<file path="config.mk">
export PLATFORM = sky130hd
export DESIGN_NAME = cpuor_exec
export DESIGN_NICKNAME = d
export VERILOG_FILES = /design/src/rtl/cpuor_pkg.sv /design/src/rtl/cpuor_exec.sv
export VERILOG_INCLUDE_DIRS = /design/src /design/src/rtl
export SDC_FILE = /design/constraint.sdc
export NUM_CORES = 1
export LEC_CHECK = 0
export ABC_AREA = 1
export BUFFER_PORTS_ARGS = -buffer_cell sky130_fd_sc_hd__buf_4
export CAP_MARGIN = 20
export CORE_MARGIN = 2
export CORE_UTILIZATION = 54
export DETAILED_ROUTE_END_ITERATION = 16
export PLACE_DENSITY = 0.95
export SETUP_SLACK_MARGIN = 0.02
export SLEW_MARGIN = 20
export SYNTH_ARGS = -nofsm -noshare
export SYNTH_HDL_FRONTEND = slang
export SYNTH_SLANG_ARGS = --single-unit
export TNS_END_PERCENT = 20
</file>
<file path="constraint.sdc">
create_clock -name clock_in -period 2.4 [get_ports clock_in]
set_input_delay 0.48 -clock clock_in [delete_from_list [all_inputs] [get_ports clock_in]]
set_output_delay 0.48 -clock clock_in [all_outputs]
set_load 0.02 [all_outputs]
</file>
<file path="src/rtl/cpuor_defs.svh">
`ifndef CPUOR_DEFS_SVH
`define CPUOR_DEFS_SVH

// ------------------------------------------------------------
// Reset values
// ------------------------------------------------------------
`define CPUOR_ACC_RST 8'h00
`define CPUOR_PC_RST 13'h0000
`define CPUOR_MIE_RST 1'b0
`define CPUOR_Z_RST 1'b0

// ------------------------------------------------------------
// Operation codes on op_in
// ------------------------------------------------------------
`define CPUOR_OP_IDLE 4'h0
`define CPUOR_OP_OR_MEM 4'h1
`define CPUOR_OP_OR_IMM 4'h2
`define CPUOR_OP_OR_INTO 4'h3
`define CPUOR_OP_SUB_EXIT 4'h4
`define CPUOR_OP_RET_VAL 4'h5
`define CPUOR_OP_INT_EXIT 4'h6
`define CPUOR_OP_ROT_LEFT 4'h7

`endif

</file>
<file path="src/rtl/cpuor_pkg.sv">
package cpuor_pkg;
    typedef enum logic [3:0] {
        CPUOR_IDLE = 4'h0,
        CPUOR_OR_MEM = 4'h1,
        CPUOR_OR_IMM = 4'h2,
        CPUOR_OR_INTO = 4'h3,
        CPUOR_SUB_EXIT = 4'h4,
        CPUOR_RET_VAL = 4'h5,
        CPUOR_INT_EXIT = 4'h6,
        CPUOR_ROT_LEFT = 4'h7
    } cpuor_op_t;
endpackage

</file>
<file path="src/rtl/cpuor_exec.sv">
// Behaviour
// - Idle op changes nothing, advances
// - OR memory into work register, zero
// - OR immediate into work register, zero
// - OR work register into memory, zero
// - Subroutine exit pops stack into counter
// - Return pops stack, loads immediate
// - Interrupt exit pops, sets master enable
// - Pending interrupt serviced before main resumes
// - Rotate memory left, bit7 to bit0
`timescale 1ns/1ns
`include "cpuor_defs.svh"

module cpuor_exec
    import cpuor_pkg::*;
#(
    parameter int PC_W = 13
) (
    input wire logic clock_in,
    input wire logic srst_in,
    input wire logic op_valid_in,
    input wire logic [3:0] op_in,
    input wire logic [7:0] imm_in,
    input wire logic [7:0] mem_rdata_in,
    input wire logic [PC_W-1:0] stack_top_in,
    input wire logic irq_pending_in,
    output logic [7:0] acc_out,
    output logic zero_out,
    output logic master_irq_enable_out,
    output logic [PC_W-1:0] pc_out,
    output logic stack_pop_out,
    output logic mem_we_out,
    output logic [7:0] mem_wdata_out,
    output logic irq_take_out
);

    // ------------------------------------------------------------
    // Decode
    // ------------------------------------------------------------
    cpuor_op_t op;
    logic is_or_into;
    logic is_sub_exit;
    logic is_ret_val;
    logic is_int_exit;
    logic is_rot_left;
    logic is_ret;
    logic is_mem_write;

    assign op = cpuor_op_t'(op_in);

    // Codes 8 to 15 match no item below and so run as idle
    assign is_or_into = op_valid_in && (op == CPUOR_OR_INTO);
    assign is_sub_exit = op_valid_in && (op == CPUOR_SUB_EXIT);
    assign is_ret_val = op_valid_in && (op == CPUOR_RET_VAL);
    assign is_int_exit = op_valid_in && (op == CPUOR_INT_EXIT);
    assign is_rot_left = op_valid_in && (op == CPUOR_ROT_LEFT);
    assign is_ret = is_sub_exit || is_ret_val || is_int_exit;
    assign is_mem_write = is_or_into || is_rot_left;

    // ------------------------------------------------------------
    // Datapath
    // ------------------------------------------------------------
    logic [7:0] or_mem;
    logic [7:0] or_imm;
    logic [7:0] rot;
    logic [PC_W-1:0] pc_step;

    assign or_mem = acc_out | mem_rdata_in;
    assign or_imm = acc_out | imm_in;
    // Plain rotate, no carry takes part
    assign rot = {mem_rdata_in[6:0], mem_rdata_in[7]};
    // Wraps at the top of program space, as the counter width allows
    assign pc_step = pc_out + PC_W'(1);

    // Pop is a strobe for the external stack, same cycle as the op
    assign stack_pop_out = is_ret;

    // ------------------------------------------------------------
    // Work register
    // ------------------------------------------------------------
    always_ff @(posedge clock_in) begin
        if (srst_in) begin
            acc_out <= `CPUOR_ACC_RST;
        end else if (op_valid_in) begin
            case (op)
                CPUOR_OR_MEM: begin
                    acc_out <= or_mem;
                end
                CPUOR_OR_IMM: begin
                    acc_out <= or_imm;
                end
                CPUOR_RET_VAL: begin
                    acc_out <= imm_in;
                end
                // Or-into-memory, rotate and plain returns leave it alone
                default: begin
                    acc_out <= acc_out;
                end
            endcase
        end
    end

    // ------------------------------------------------------------
    // Zero flag
    // ------------------------------------------------------------
    always_ff @(posedge clock_in) begin
        if (srst_in) begin
            zero_out <= `CPUOR_Z_RST;
        end else if (op_valid_in) begin
            case (op)
                CPUOR_OR_MEM: begin
                    zero_out <= (or_mem == 8'h00);
                end
                CPUOR_OR_IMM: begin
                    zero_out <= (or_imm == 8'h00);
                end
                CPUOR_OR_INTO: begin
                    zero_out <= (or_mem == 8'h00);
                end
                // Rotate and returns leave flags alone
                default: begin
                    zero_out <= zero_out;
                end
            endcase
        end
    end

    // ------------------------------------------------------------
    // Memory write-back
    // ------------------------------------------------------------
    // Pulse lasts one cycle; the write port needs no more
    always_ff @(posedge clock_in) begin
        if (srst_in) begin
            mem_we_out <= 1'b0;
        end else begin
            mem_we_out <= is_mem_write;
        end
    end

    always_ff @(posedge clock_in) begin
        if (srst_in) begin
            mem_wdata_out <= 8'h00;
        end else if (op_valid_in) begin
            case (op)
                CPUOR_OR_INTO: begin
                    mem_wdata_out <= or_mem;
                end
                CPUOR_ROT_LEFT: begin
                    mem_wdata_out <= rot;
                end
                // Other ops keep the last byte; the strobe is low for them
                default: begin
                    mem_wdata_out <= mem_wdata_out;
                end
            endcase
        end
    end

    // ------------------------------------------------------------
    // Master enable
    // ------------------------------------------------------------
    always_ff @(posedge clock_in) begin
        if (srst_in) begin
            master_irq_enable_out <= `CPUOR_MIE_RST;
        end else if (op_valid_in) begin
            case (op)
                CPUOR_INT_EXIT: begin
                    master_irq_enable_out <= 1'b1;
                end
                // No op here clears it, only srst_in does; the rest is left to outside logic
                default: begin
                    master_irq_enable_out <= master_irq_enable_out;
                end
            endcase
        end
    end

    // ------------------------------------------------------------
    // Pending service
    // ------------------------------------------------------------
    // Flagging service here stops the core fetching main-line code first
    always_ff @(posedge clock_in) begin
        if (srst_in) begin
            irq_take_out <= 1'b0;
        end else if (is_int_exit && irq_pending_in) begin
            irq_take_out <= 1'b1;
        end else begin
            irq_take_out <= 1'b0;
        end
    end

    // ------------------------------------------------------------
    // Program counter
    // ------------------------------------------------------------
    always_ff @(posedge clock_in) begin
        if (srst_in) begin
            pc_out <= PC_W'(`CPUOR_PC_RST);
        end else if (op_valid_in) begin
            case (op)
                CPUOR_SUB_EXIT: begin
                    pc_out <= stack_top_in;
                end
                CPUOR_RET_VAL: begin
                    pc_out <= stack_top_in;
                end
                CPUOR_INT_EXIT: begin
                    pc_out <= stack_top_in;
                end
                // Idle, the ORs, the rotate and unused codes step on
                default: begin
                    pc_out <= pc_step;
                end
            endcase
        end
    end

endmodule // cpuor_exec

</file>
==> summary.md, run 1 <==
| Metric | Value |
|---|---|
| Count of yosys warnings during synthesis | 0 |
| Final count of pins violating max slew | 0 |
| Number of standard cells after synthesis | 323 |
| Final routed DRC violation total | 0 |
| CTS tree | done |
| Signal arrival time at the worst endpoint | 1.40 ns |
| Number of endpoints with negative hold slack in the final report | 0 |
| Number of gates resized after CTS | 0 |
| Required time at the worst-slack endpoint | around 1.9 ns |
| Post-CTS Hold Fix Bufs | 0 |
| Worst path max stage delay | 0.30 ns |
| Number of standard cells in the layout, taps in and fillers out | 441 |
| Area Growth Syn to Fin | 31.1% |
| Sum of net half-perimeters after detailed placement | around 4.2 mm |
| CP cell instances | buf_4, inv_1, nor2_1, buf_4 |
| Cts bufs inserted | 5 |
| Vias per std cell | 5.41 |
| Worst Tran Pin Value | 0.699 ns |
| H-Tree Depth | 2 |
| Global router's overall resource usage | roughly 28% |
| Leakage dissipation | 1.30 nW |
| Worst slew slack as a fraction of its limit | 53.3% |
| Switching power total | 0.406 mW |
| Effective utilization at floorplan | a little under three fifths |
| Gate power share | 21.2% |
| Hold slack | 0.421 ns |
| GPL Wtd Cong | 0.851 |
| Die outline area | 4370 µm² |
| Root cell of the clock tree | sky130_fd_sc_hd__clkbuf_8 |
| Clock latency at the later pin of the worst-skew pair | 0.29 ns |
| ANT cells | 0 |
| Chip Width | 66.1 µm |
| Capturing element type of the critical path | primary output |
| Die span in y | 66.1 µm |
| Mapped Area | 2080 µm² |
| Sum of negative setup slack | 0 ns |
| Clock tree buffer depth | 2 |
| Period minus WS final | ~1.9 ns |
| Clock slew at reported path FFs | 0.07 ns |
| # Post-CTS Setup Buffers | 0 |
| Worst slack, placed | 0.507 ns |
| Share of layout cells above drive strength 1 | 27.0% |
| Total nets after synthesis | between 300 and 400 |
| Flops & latches, synth | 33 |
| FMAX | 533 MHz |
| Floorplan core area | around 3700 µm² |
| Drt initial violations | roughly 220 |
| Crit path setup slack, layout | 0.524 ns |
| Worst min path class | in2reg |
| Sort of element at the start of the critical path | input port |
| IO buf count | 70 |
| Top-level port count | 71 |
| Largest net degree at the start of global routing | 23 |
| Grt total ovfl | 0 |
| Power per cell area | 499 nW/µm² |
| Status | finished, final reports clean |
| Internal Dissipation | approximately 0.96 mW |
| Switching share of total power | 29.8% |
| Detailed-route wire length | roughly 5.7 mm |
| Peak supply drop | 296 µV |
| Fill cell instance count of the final layout | a little over 300 |
| Sequential group share of total power | between 40 and 50% |
| Number of unique standard cell types used by synthesis | 29 |
| Setup repair after global routing missed its margin | false |
| Count of antenna-violating nets left after detailed routing | 0 |
| Highest fanout seen on the critical path | 18 |
| Sinks on Clock Net | 33 |
| Number of placed instances, taps included | between 400 and 500 |
| Maximum Capacitance Violations | 0 |
| Routed wirelength normalized by instance count | 13.0 µm |
| Crit path kind | in2out |
| Crit path top cell by count | sky130_fd_sc_hd__buf_4 |
| Sequential fraction of the synthesis area | 31.7% |
| Number of iterations in the first detailed-routing pass | 4 |
| Via count of the first global-routing pass | 2171 |
| Period utilization | 78.2% |
| Layout net count | 430 |
| Number of antenna violations at the first check in global routing | 0 |
| Worst path slowest cell | sky130_fd_sc_hd__nor2_1 |
| Clock skew | 0.00233 ns |
| Setup-violating endpoint count in the final report | 0 |
| Mean cell area of the mapped netlist | 6.45 µm² |
| Count of vias placed by the detailed router | 2388 |
| First-pass GRT wire length | 9.45 mm |
| Portion of total power attributed to the clock network | about a third |
| Row count | 22 |
[cells in the mapped netlist]
master / count / area, µm²
sky130_fd_sc_hd__ha_1: 1 / 12.5
sky130_fd_sc_hd__o21ai_4: 1 / 16.3
sky130_fd_sc_hd__inv_2: 1 / 3.75
sky130_fd_sc_hd__nor2_4: 1 / 11.3
sky130_fd_sc_hd__nor4_1: 1 / 6.26
sky130_fd_sc_hd__o21ai_0: 13 / 65.1
sky130_fd_sc_hd__nand3b_1: 3 / 22.5
sky130_fd_sc_hd__nand4_1: 4 / 25.0
sky130_fd_sc_hd__nand2_1: 83 / 312
sky130_fd_sc_hd__nand2_4: 3 / 33.8
sky130_fd_sc_hd__buf_2: 2 / 10.0
sky130_fd_sc_hd__xnor2_1: 1 / 8.76
sky130_fd_sc_hd__clkbuf_1: 5 / 18.8
sky130_fd_sc_hd__nor3_4: 1 / 16.3
sky130_fd_sc_hd__a21oi_1: 14 / 70.1
sky130_fd_sc_hd__or2_2: 4 / 25.0
sky130_fd_sc_hd__nor2_1: 45 / 169
sky130_fd_sc_hd__a211oi_1: 2 / 15.0
sky130_fd_sc_hd__nand2_2: 2 / 12.5
sky130_fd_sc_hd__nor3_1: 7 / 35.0
sky130_fd_sc_hd__dfxtp_1: 33 / 661
sky130_fd_sc_hd__buf_6: 1 / 11.3
sky130_fd_sc_hd__nand3_1: 16 / 80.1
sky130_fd_sc_hd__o211ai_1: 22 / 165
sky130_fd_sc_hd__nor3_2: 5 / 50.1
sky130_fd_sc_hd__nor2_2: 8 / 50.1
sky130_fd_sc_hd__buf_4: 2 / 15.0
sky130_fd_sc_hd__inv_1: 41 / 154
sky130_fd_sc_hd__o221ai_1: 1 / 8.76
[state kept, by name, summed over array words and instances (netlist names)]
name / flops
master_irq_enable_out: 1
mem_wdata_out: 8
acc_out: 8
mem_we_out: 1
irq_take_out: 1
zero_out: 1
pc_out: 13
[per-layer routing]
layer	part of all wire (%)	global-route usage, %
met5	0	0
met4	1.0	9.18
met3	8.2	7.67
met1	40	31.7
met2	51	50.4
[power by group through the flow]
stage	Sequential (mW)	Combinational [mW]	Clock (mW)
global route	0.604	0.317	0.507
CTS	0.600	0.288	0.477
detailed placement	0.612	0.284	0
floorplan	0.637	0.139	0
finish	0.601	0.289	0.473
global placement	0.612	0.279	0
[logic make-up (layout without fill, tap and decap cells)]
| logic type | count (synthesis) | after routing | synth area share, % |
|---|---|---|---|
| buffers and inverters | 52 | 122 | 10.2 |
| AND/OR/NAND/NOR | 183 | 183 | 40.7 |
| AO/OA/AOI/OAI | 53 | 53 | 16.3 |
| flip-flops | 33 | 33 | 31.7 |
| adder cells (fa/ha/maj) | 1 | 1 | 0.601 |
| XOR/XNOR | 1 | 1 | 0.420 |
[cell type report]
type                       instances  area (µm²)  area share [%]
clock buffer                       7        96.3            3.53
multi-input combinational        238        1210            44.3
sequential                        33         661            24.2
inverter                          42         158            5.77
timing repair buffer              72         541            19.8
clock inverter                     1        5.00           0.183
tap                               48        60.1            2.20
[cells in the final DEF, fill, tap and decap left out, types with 2 or more instances in the layout]
| cell type | n |
|---|---|
| sky130_fd_sc_hd__a21oi_1 | 14 |
| sky130_fd_sc_hd__clkbuf_8 | 7 |
| sky130_fd_sc_hd__a211oi_1 | 2 |
| sky130_fd_sc_hd__nand3b_1 | 3 |
| sky130_fd_sc_hd__o21ai_0 | 13 |
| sky130_fd_sc_hd__nor2_2 | 8 |
| sky130_fd_sc_hd__buf_4 | 72 |
| sky130_fd_sc_hd__nand2_2 | 2 |
| sky130_fd_sc_hd__nor3_2 | 5 |
| sky130_fd_sc_hd__nand2_4 | 3 |
| sky130_fd_sc_hd__nand4_1 | 4 |
| sky130_fd_sc_hd__nor3_1 | 7 |
| sky130_fd_sc_hd__or2_2 | 4 |
| sky130_fd_sc_hd__nor2_1 | 45 |
| sky130_fd_sc_hd__dfxtp_1 | 33 |
| sky130_fd_sc_hd__o211ai_1 | 22 |
| sky130_fd_sc_hd__nand3_1 | 16 |
| sky130_fd_sc_hd__inv_1 | 41 |
| sky130_fd_sc_hd__nand2_1 | 83 |
[worst max-delay path, delay by kind of cell]
kind                   cells  cell delay, ns
AND/OR/NAND/NOR            1            0.30
buffers and inverters      3            0.61
[final timing paths]
check | startpoint | end | slack, ns | cells past startpoint
max reg2reg | pc_out[0] | pc_out[12] | 0.76 | 8
max | op_valid_in | stack_pop_out | 0.52 | 4
min reg2reg | master_irq_enable_out | master_irq_enable_out | 0.46 | 2
min | op_in[3] | mem_we_out | 0.42 | 2
[stage by stage]
step	power (mW)	util, %	instance area [µm²]
floorplan	0.776	-	2080
global placement	0.891	71.3	2630
detailed placement	0.897	71.3	2630
CTS	1.37	74.0	2730
global route	1.43	74.0	2730
finish	1.36	74.0	2730
(Power assumes the default switching activity.)
==> run 2, diff against run 1 <==
--- a/config.mk
+++ b/config.mk
@@ -10,9 +10,9 @@
 export BUFFER_PORTS_ARGS = -buffer_cell sky130_fd_sc_hd__buf_4
 export CAP_MARGIN = 20
 export CORE_MARGIN = 2
-export CORE_UTILIZATION = 54
+export CORE_UTILIZATION = 50
 export DETAILED_ROUTE_END_ITERATION = 16
-export PLACE_DENSITY = 0.95
+export PLACE_DENSITY = 0.9
 export SETUP_SLACK_MARGIN = 0.02
 export SLEW_MARGIN = 20
 export SYNTH_ARGS = -nofsm -noshare
==> constraint.sdc (replaced) <==
create_clock -name clock_in -period 1.9 [get_ports clock_in]
set_input_delay 0.38 -clock clock_in [delete_from_list [all_inputs] [get_ports clock_in]]
set_output_delay 0.38 -clock clock_in [all_outputs]
set_load 0.02 [all_outputs]
==> summary.md, run 2 (synthesis results as in run 1) <==
| Metric | Value |
|---|---|
| Clock slew at reported path FFs | 0.07 ns (about the same) |
| Top-level port count | 71 (unchanged) |
| Post-route cell area | 2780 µm² (was 2730 µm²) |
| CTS tree | done (unchanged) |
| Global router's overall resource usage | 26.5% (was 28.0%) |
| Period minus WS final | 1.57 ns |
| Grt total ovfl | 0 (unchanged) |
| Effective utilization at floorplan | 52.1% (was 56.5%) |
| Count of antenna-violating nets left after detailed routing | 0 (unchanged) |
| Final count of pins violating max slew | 0 (unchanged) |
| R2r startpoint | pc_out[1] (was pc_out[0]) |
| Root cell of the clock tree | sky130_fd_sc_hd__clkbuf_8 (unchanged) |
| Layout net count | 434 (was 430) |
| Clock skew | 0.00714 ns (was 0.00233 ns) |
| Floorplan core area | 4000 µm² (was 3690 µm²) |
| Die span in y | 68.6 µm (was 66.1 µm) |
| Chip Width | 68.6 µm (was 66.1 µm) |
| H-Tree Depth | 2 (unchanged) |
| Signal arrival time at the worst endpoint | 1.75 ns (was 1.40 ns) |
| Worst Tran Pin Value | 0.509 ns (was 0.699 ns) |
| Sort of element at the start of the critical path | register (was input port) |
| Top Registers | pc_out (13), acc_out (8), mem_wdata_out (8) (unchanged) |
| Fill cell instance count of the final layout | 368 (was 306) |
| Sinks on Clock Net | 33 (unchanged) |
| Row count | 23 (was 22) |
| Power per cell area | 656 nW/µm² (was 499 nW/µm²) |
| Flip-flop count of the largest register after layout | 13 (unchanged) |
| Number of placed instances, taps included | 439 (was 433) |
| Number of iterations in the first detailed-routing pass | 7 (was 4) |
| Maximum Capacitance Violations | 0 (unchanged) |
| Sum of net half-perimeters after detailed placement | 4.46 mm (was 4.20 mm) |
| FMAX | 638 MHz |
| Register with the most flip-flops | pc_out (unchanged) |
| Leading cell type in the layout, fill and taps excluded | sky130_fd_sc_hd__nand2_1 (unchanged) |
| Required time at the worst-slack endpoint | 2.08 ns (was 1.92 ns) |
| Worst hold path endpoint | mem_we_out (unchanged) |
| Reg-to-reg critical path endpoint | pc_out[12] (unchanged) |
| Hold slack | 0.326 ns (was 0.421 ns) |
| Top library cells by usage in the layout, fill and taps aside | 83 x sky130_fd_sc_hd__nand2_1, 76 x sky130_fd_sc_hd__buf_4, 45 x sky130_fd_sc_hd__nor2_1, 41 x sky130_fd_sc_hd__inv_1, 33 x sky130_fd_sc_hd__dfxtp_1 (was 83 x sky130_fd_sc_hd__nand2_1, 72 x sky130_fd_sc_hd__buf_4, 45 x sky130_fd_sc_hd__nor2_1, 41 x sky130_fd_sc_hd__inv_1, 33 x sky130_fd_sc_hd__dfxtp_1) |
| Crit path kind | reg2reg (was in2out) |
| Period utilization | 82.5% |
| Vias per std cell | 5.39 (was 5.41) |
| Die outline area | 4700 µm² (was 4370 µm²) |
| Number of endpoints with negative hold slack in the final report | 0 (unchanged) |
| Routed wirelength normalized by instance count | 13.1 µm (was 13.0 µm) |
| Share of layout cells above drive strength 1 | 27.5% (was 27.0%) |
| Reg-to-reg slack, setup | 0.33 ns (was 0.76 ns) |
| Area Growth Syn to Fin | 33.3% (was 31.1%) |
| Total placed instance area | 2660 µm² (was 2630 µm²) |
| Utilization after layout | 69.4% (was 74.0%) |
| ANT cells | 0 (unchanged) |
| GPL Wtd Cong | 0.917 (was 0.851) |
| Peak supply drop | 460 µV (was 296 µV) |
| Final routed DRC violation total | 0 (unchanged) |
| Status | finished, final reports clean (unchanged) |
| Largest net degree at the start of global routing | 18 (was 23) |
| Highest fanout seen on the critical path | 6 (was 18) |
| Clock tree buffer depth | 2 (unchanged) |
| Post-CTS Hold Fix Bufs | 0 (unchanged) |
| Drt initial violations | 187 (was 223) |
| Cts bufs inserted | 5 (unchanged) |
| IO buf count | 70 (unchanged) |
| Sum of negative setup slack | 0 ns (unchanged) |
| Worst slack, placed | 0.305 ns (was 0.507 ns) |
| First-pass GRT wire length | 9.39 mm (was 9.45 mm) |
| Clock latency at the later pin of the worst-skew pair | 0.29 ns (about the same) |
| Detailed-route wire length | 5.86 mm (was 5.74 mm) |
| Worst slew slack as a fraction of its limit | 66.0% (was 53.3%) |
| Depth of the worst hold-timing path | 2 (unchanged) |
| Crit path setup slack, layout | 0.332 ns (was 0.524 ns) |
| Setup-violating endpoint count in the final report | 0 (unchanged) |
| Capturing element type of the critical path | register (was primary output) |
| Count of vias placed by the detailed router | 2409 (was 2388) |
| Number of gates resized after CTS | 0 (unchanged) |
| Leakage dissipation | 1.33 nW (was 1.30 nW) |
| Worst hold path startpoint | op_in[3] (unchanged) |
| Power, Total | 1.82 mW (was 1.36 mW) |
| # Post-CTS Setup Buffers | 0 (unchanged) |
| Setup repair after global routing missed its margin | false (unchanged) |
| Cell count of the worst reg-to-reg path | 8 (unchanged) |
| Number of antenna violations at the first check in global routing | 0 (unchanged) |
| Via count of the first global-routing pass | 2254 (was 2171) |
| Number of standard cells in the layout, taps in and fillers out | 447 (was 441) |
| Worst min path class | in2reg (unchanged) |
[run 2: cell count changes in the layout (fill, tap and decap cells not counted), sizes merged]
| cell | previous run | this run |
|---|---|---|
| buf | 72 | 76 |
| bufinv | 0 | 1 |
| clkinv | 1 | 0 |
[run 2: cell type report]
cell class | count | area [µm²] | share of cell area, %
multi-input cells | 238 | 1210 | 43.6
clock buffers | 7 | 86.3 | 3.11
repair buffers | 76 | 571 | 20.5
well taps | 50 | 62.6 | 2.25
clock inverters | 1 | 30.0 | 1.08
flip-flops and latches | 33 | 661 | 23.8
inverters | 42 | 158 | 5.68
[run 2: worst max-delay path by stage]
stage / cells after the start / from / slack, ns / end
global route: 7 / pc_out[1] / 0.14 / pc_out[8]
CTS: 8 / pc_out[0] / 0.34 / pc_out[12]
detailed placement: 9 / op_in[0] / 0.30 / acc_out[0]
finish: 8 / pc_out[1] / 0.33 / pc_out[12]
floorplan: 8 / pc_out[1] / 0.43 / pc_out[12]
global placement: 6 / op_valid_in / 0.36 / mem_wdata_out[4]
[run 2: per-layer routing]
metal | vias to the layer above | part of all wire [%] | track usage, %
met5 | - | 0 | 0
met4 | 0 | 1.9 | 9.75
met3 | 10 | 7.5 | 6.33
met2 | 93 | 52 | 50.8
met1 | 1114 | 38 | 27.5
li1 | 1192 | - | -
[run 2: critical path, stage by stage (launching register included)]
cell,delay (ns)
sky130_fd_sc_hd__dfxtp_1,0.41
sky130_fd_sc_hd__ha_1,0.22
sky130_fd_sc_hd__nand2_1,0.08
sky130_fd_sc_hd__nor2_1,0.36
sky130_fd_sc_hd__nand3_1,0.13
sky130_fd_sc_hd__nand2_1,0.07
sky130_fd_sc_hd__nand3_1,0.07
sky130_fd_sc_hd__nand2_1,0.07
sky130_fd_sc_hd__a21oi_1,0.05
[run 2: power breakdown]
| group | switching [mW] | internal [mW] | total (mW) |
|---|---|---|---|
| logic | 0.209 | 0.161 | 0.370 |
| registers | 0.0358 | 0.724 | 0.759 |
| clock network | 0.266 | 0.428 | 0.694 |
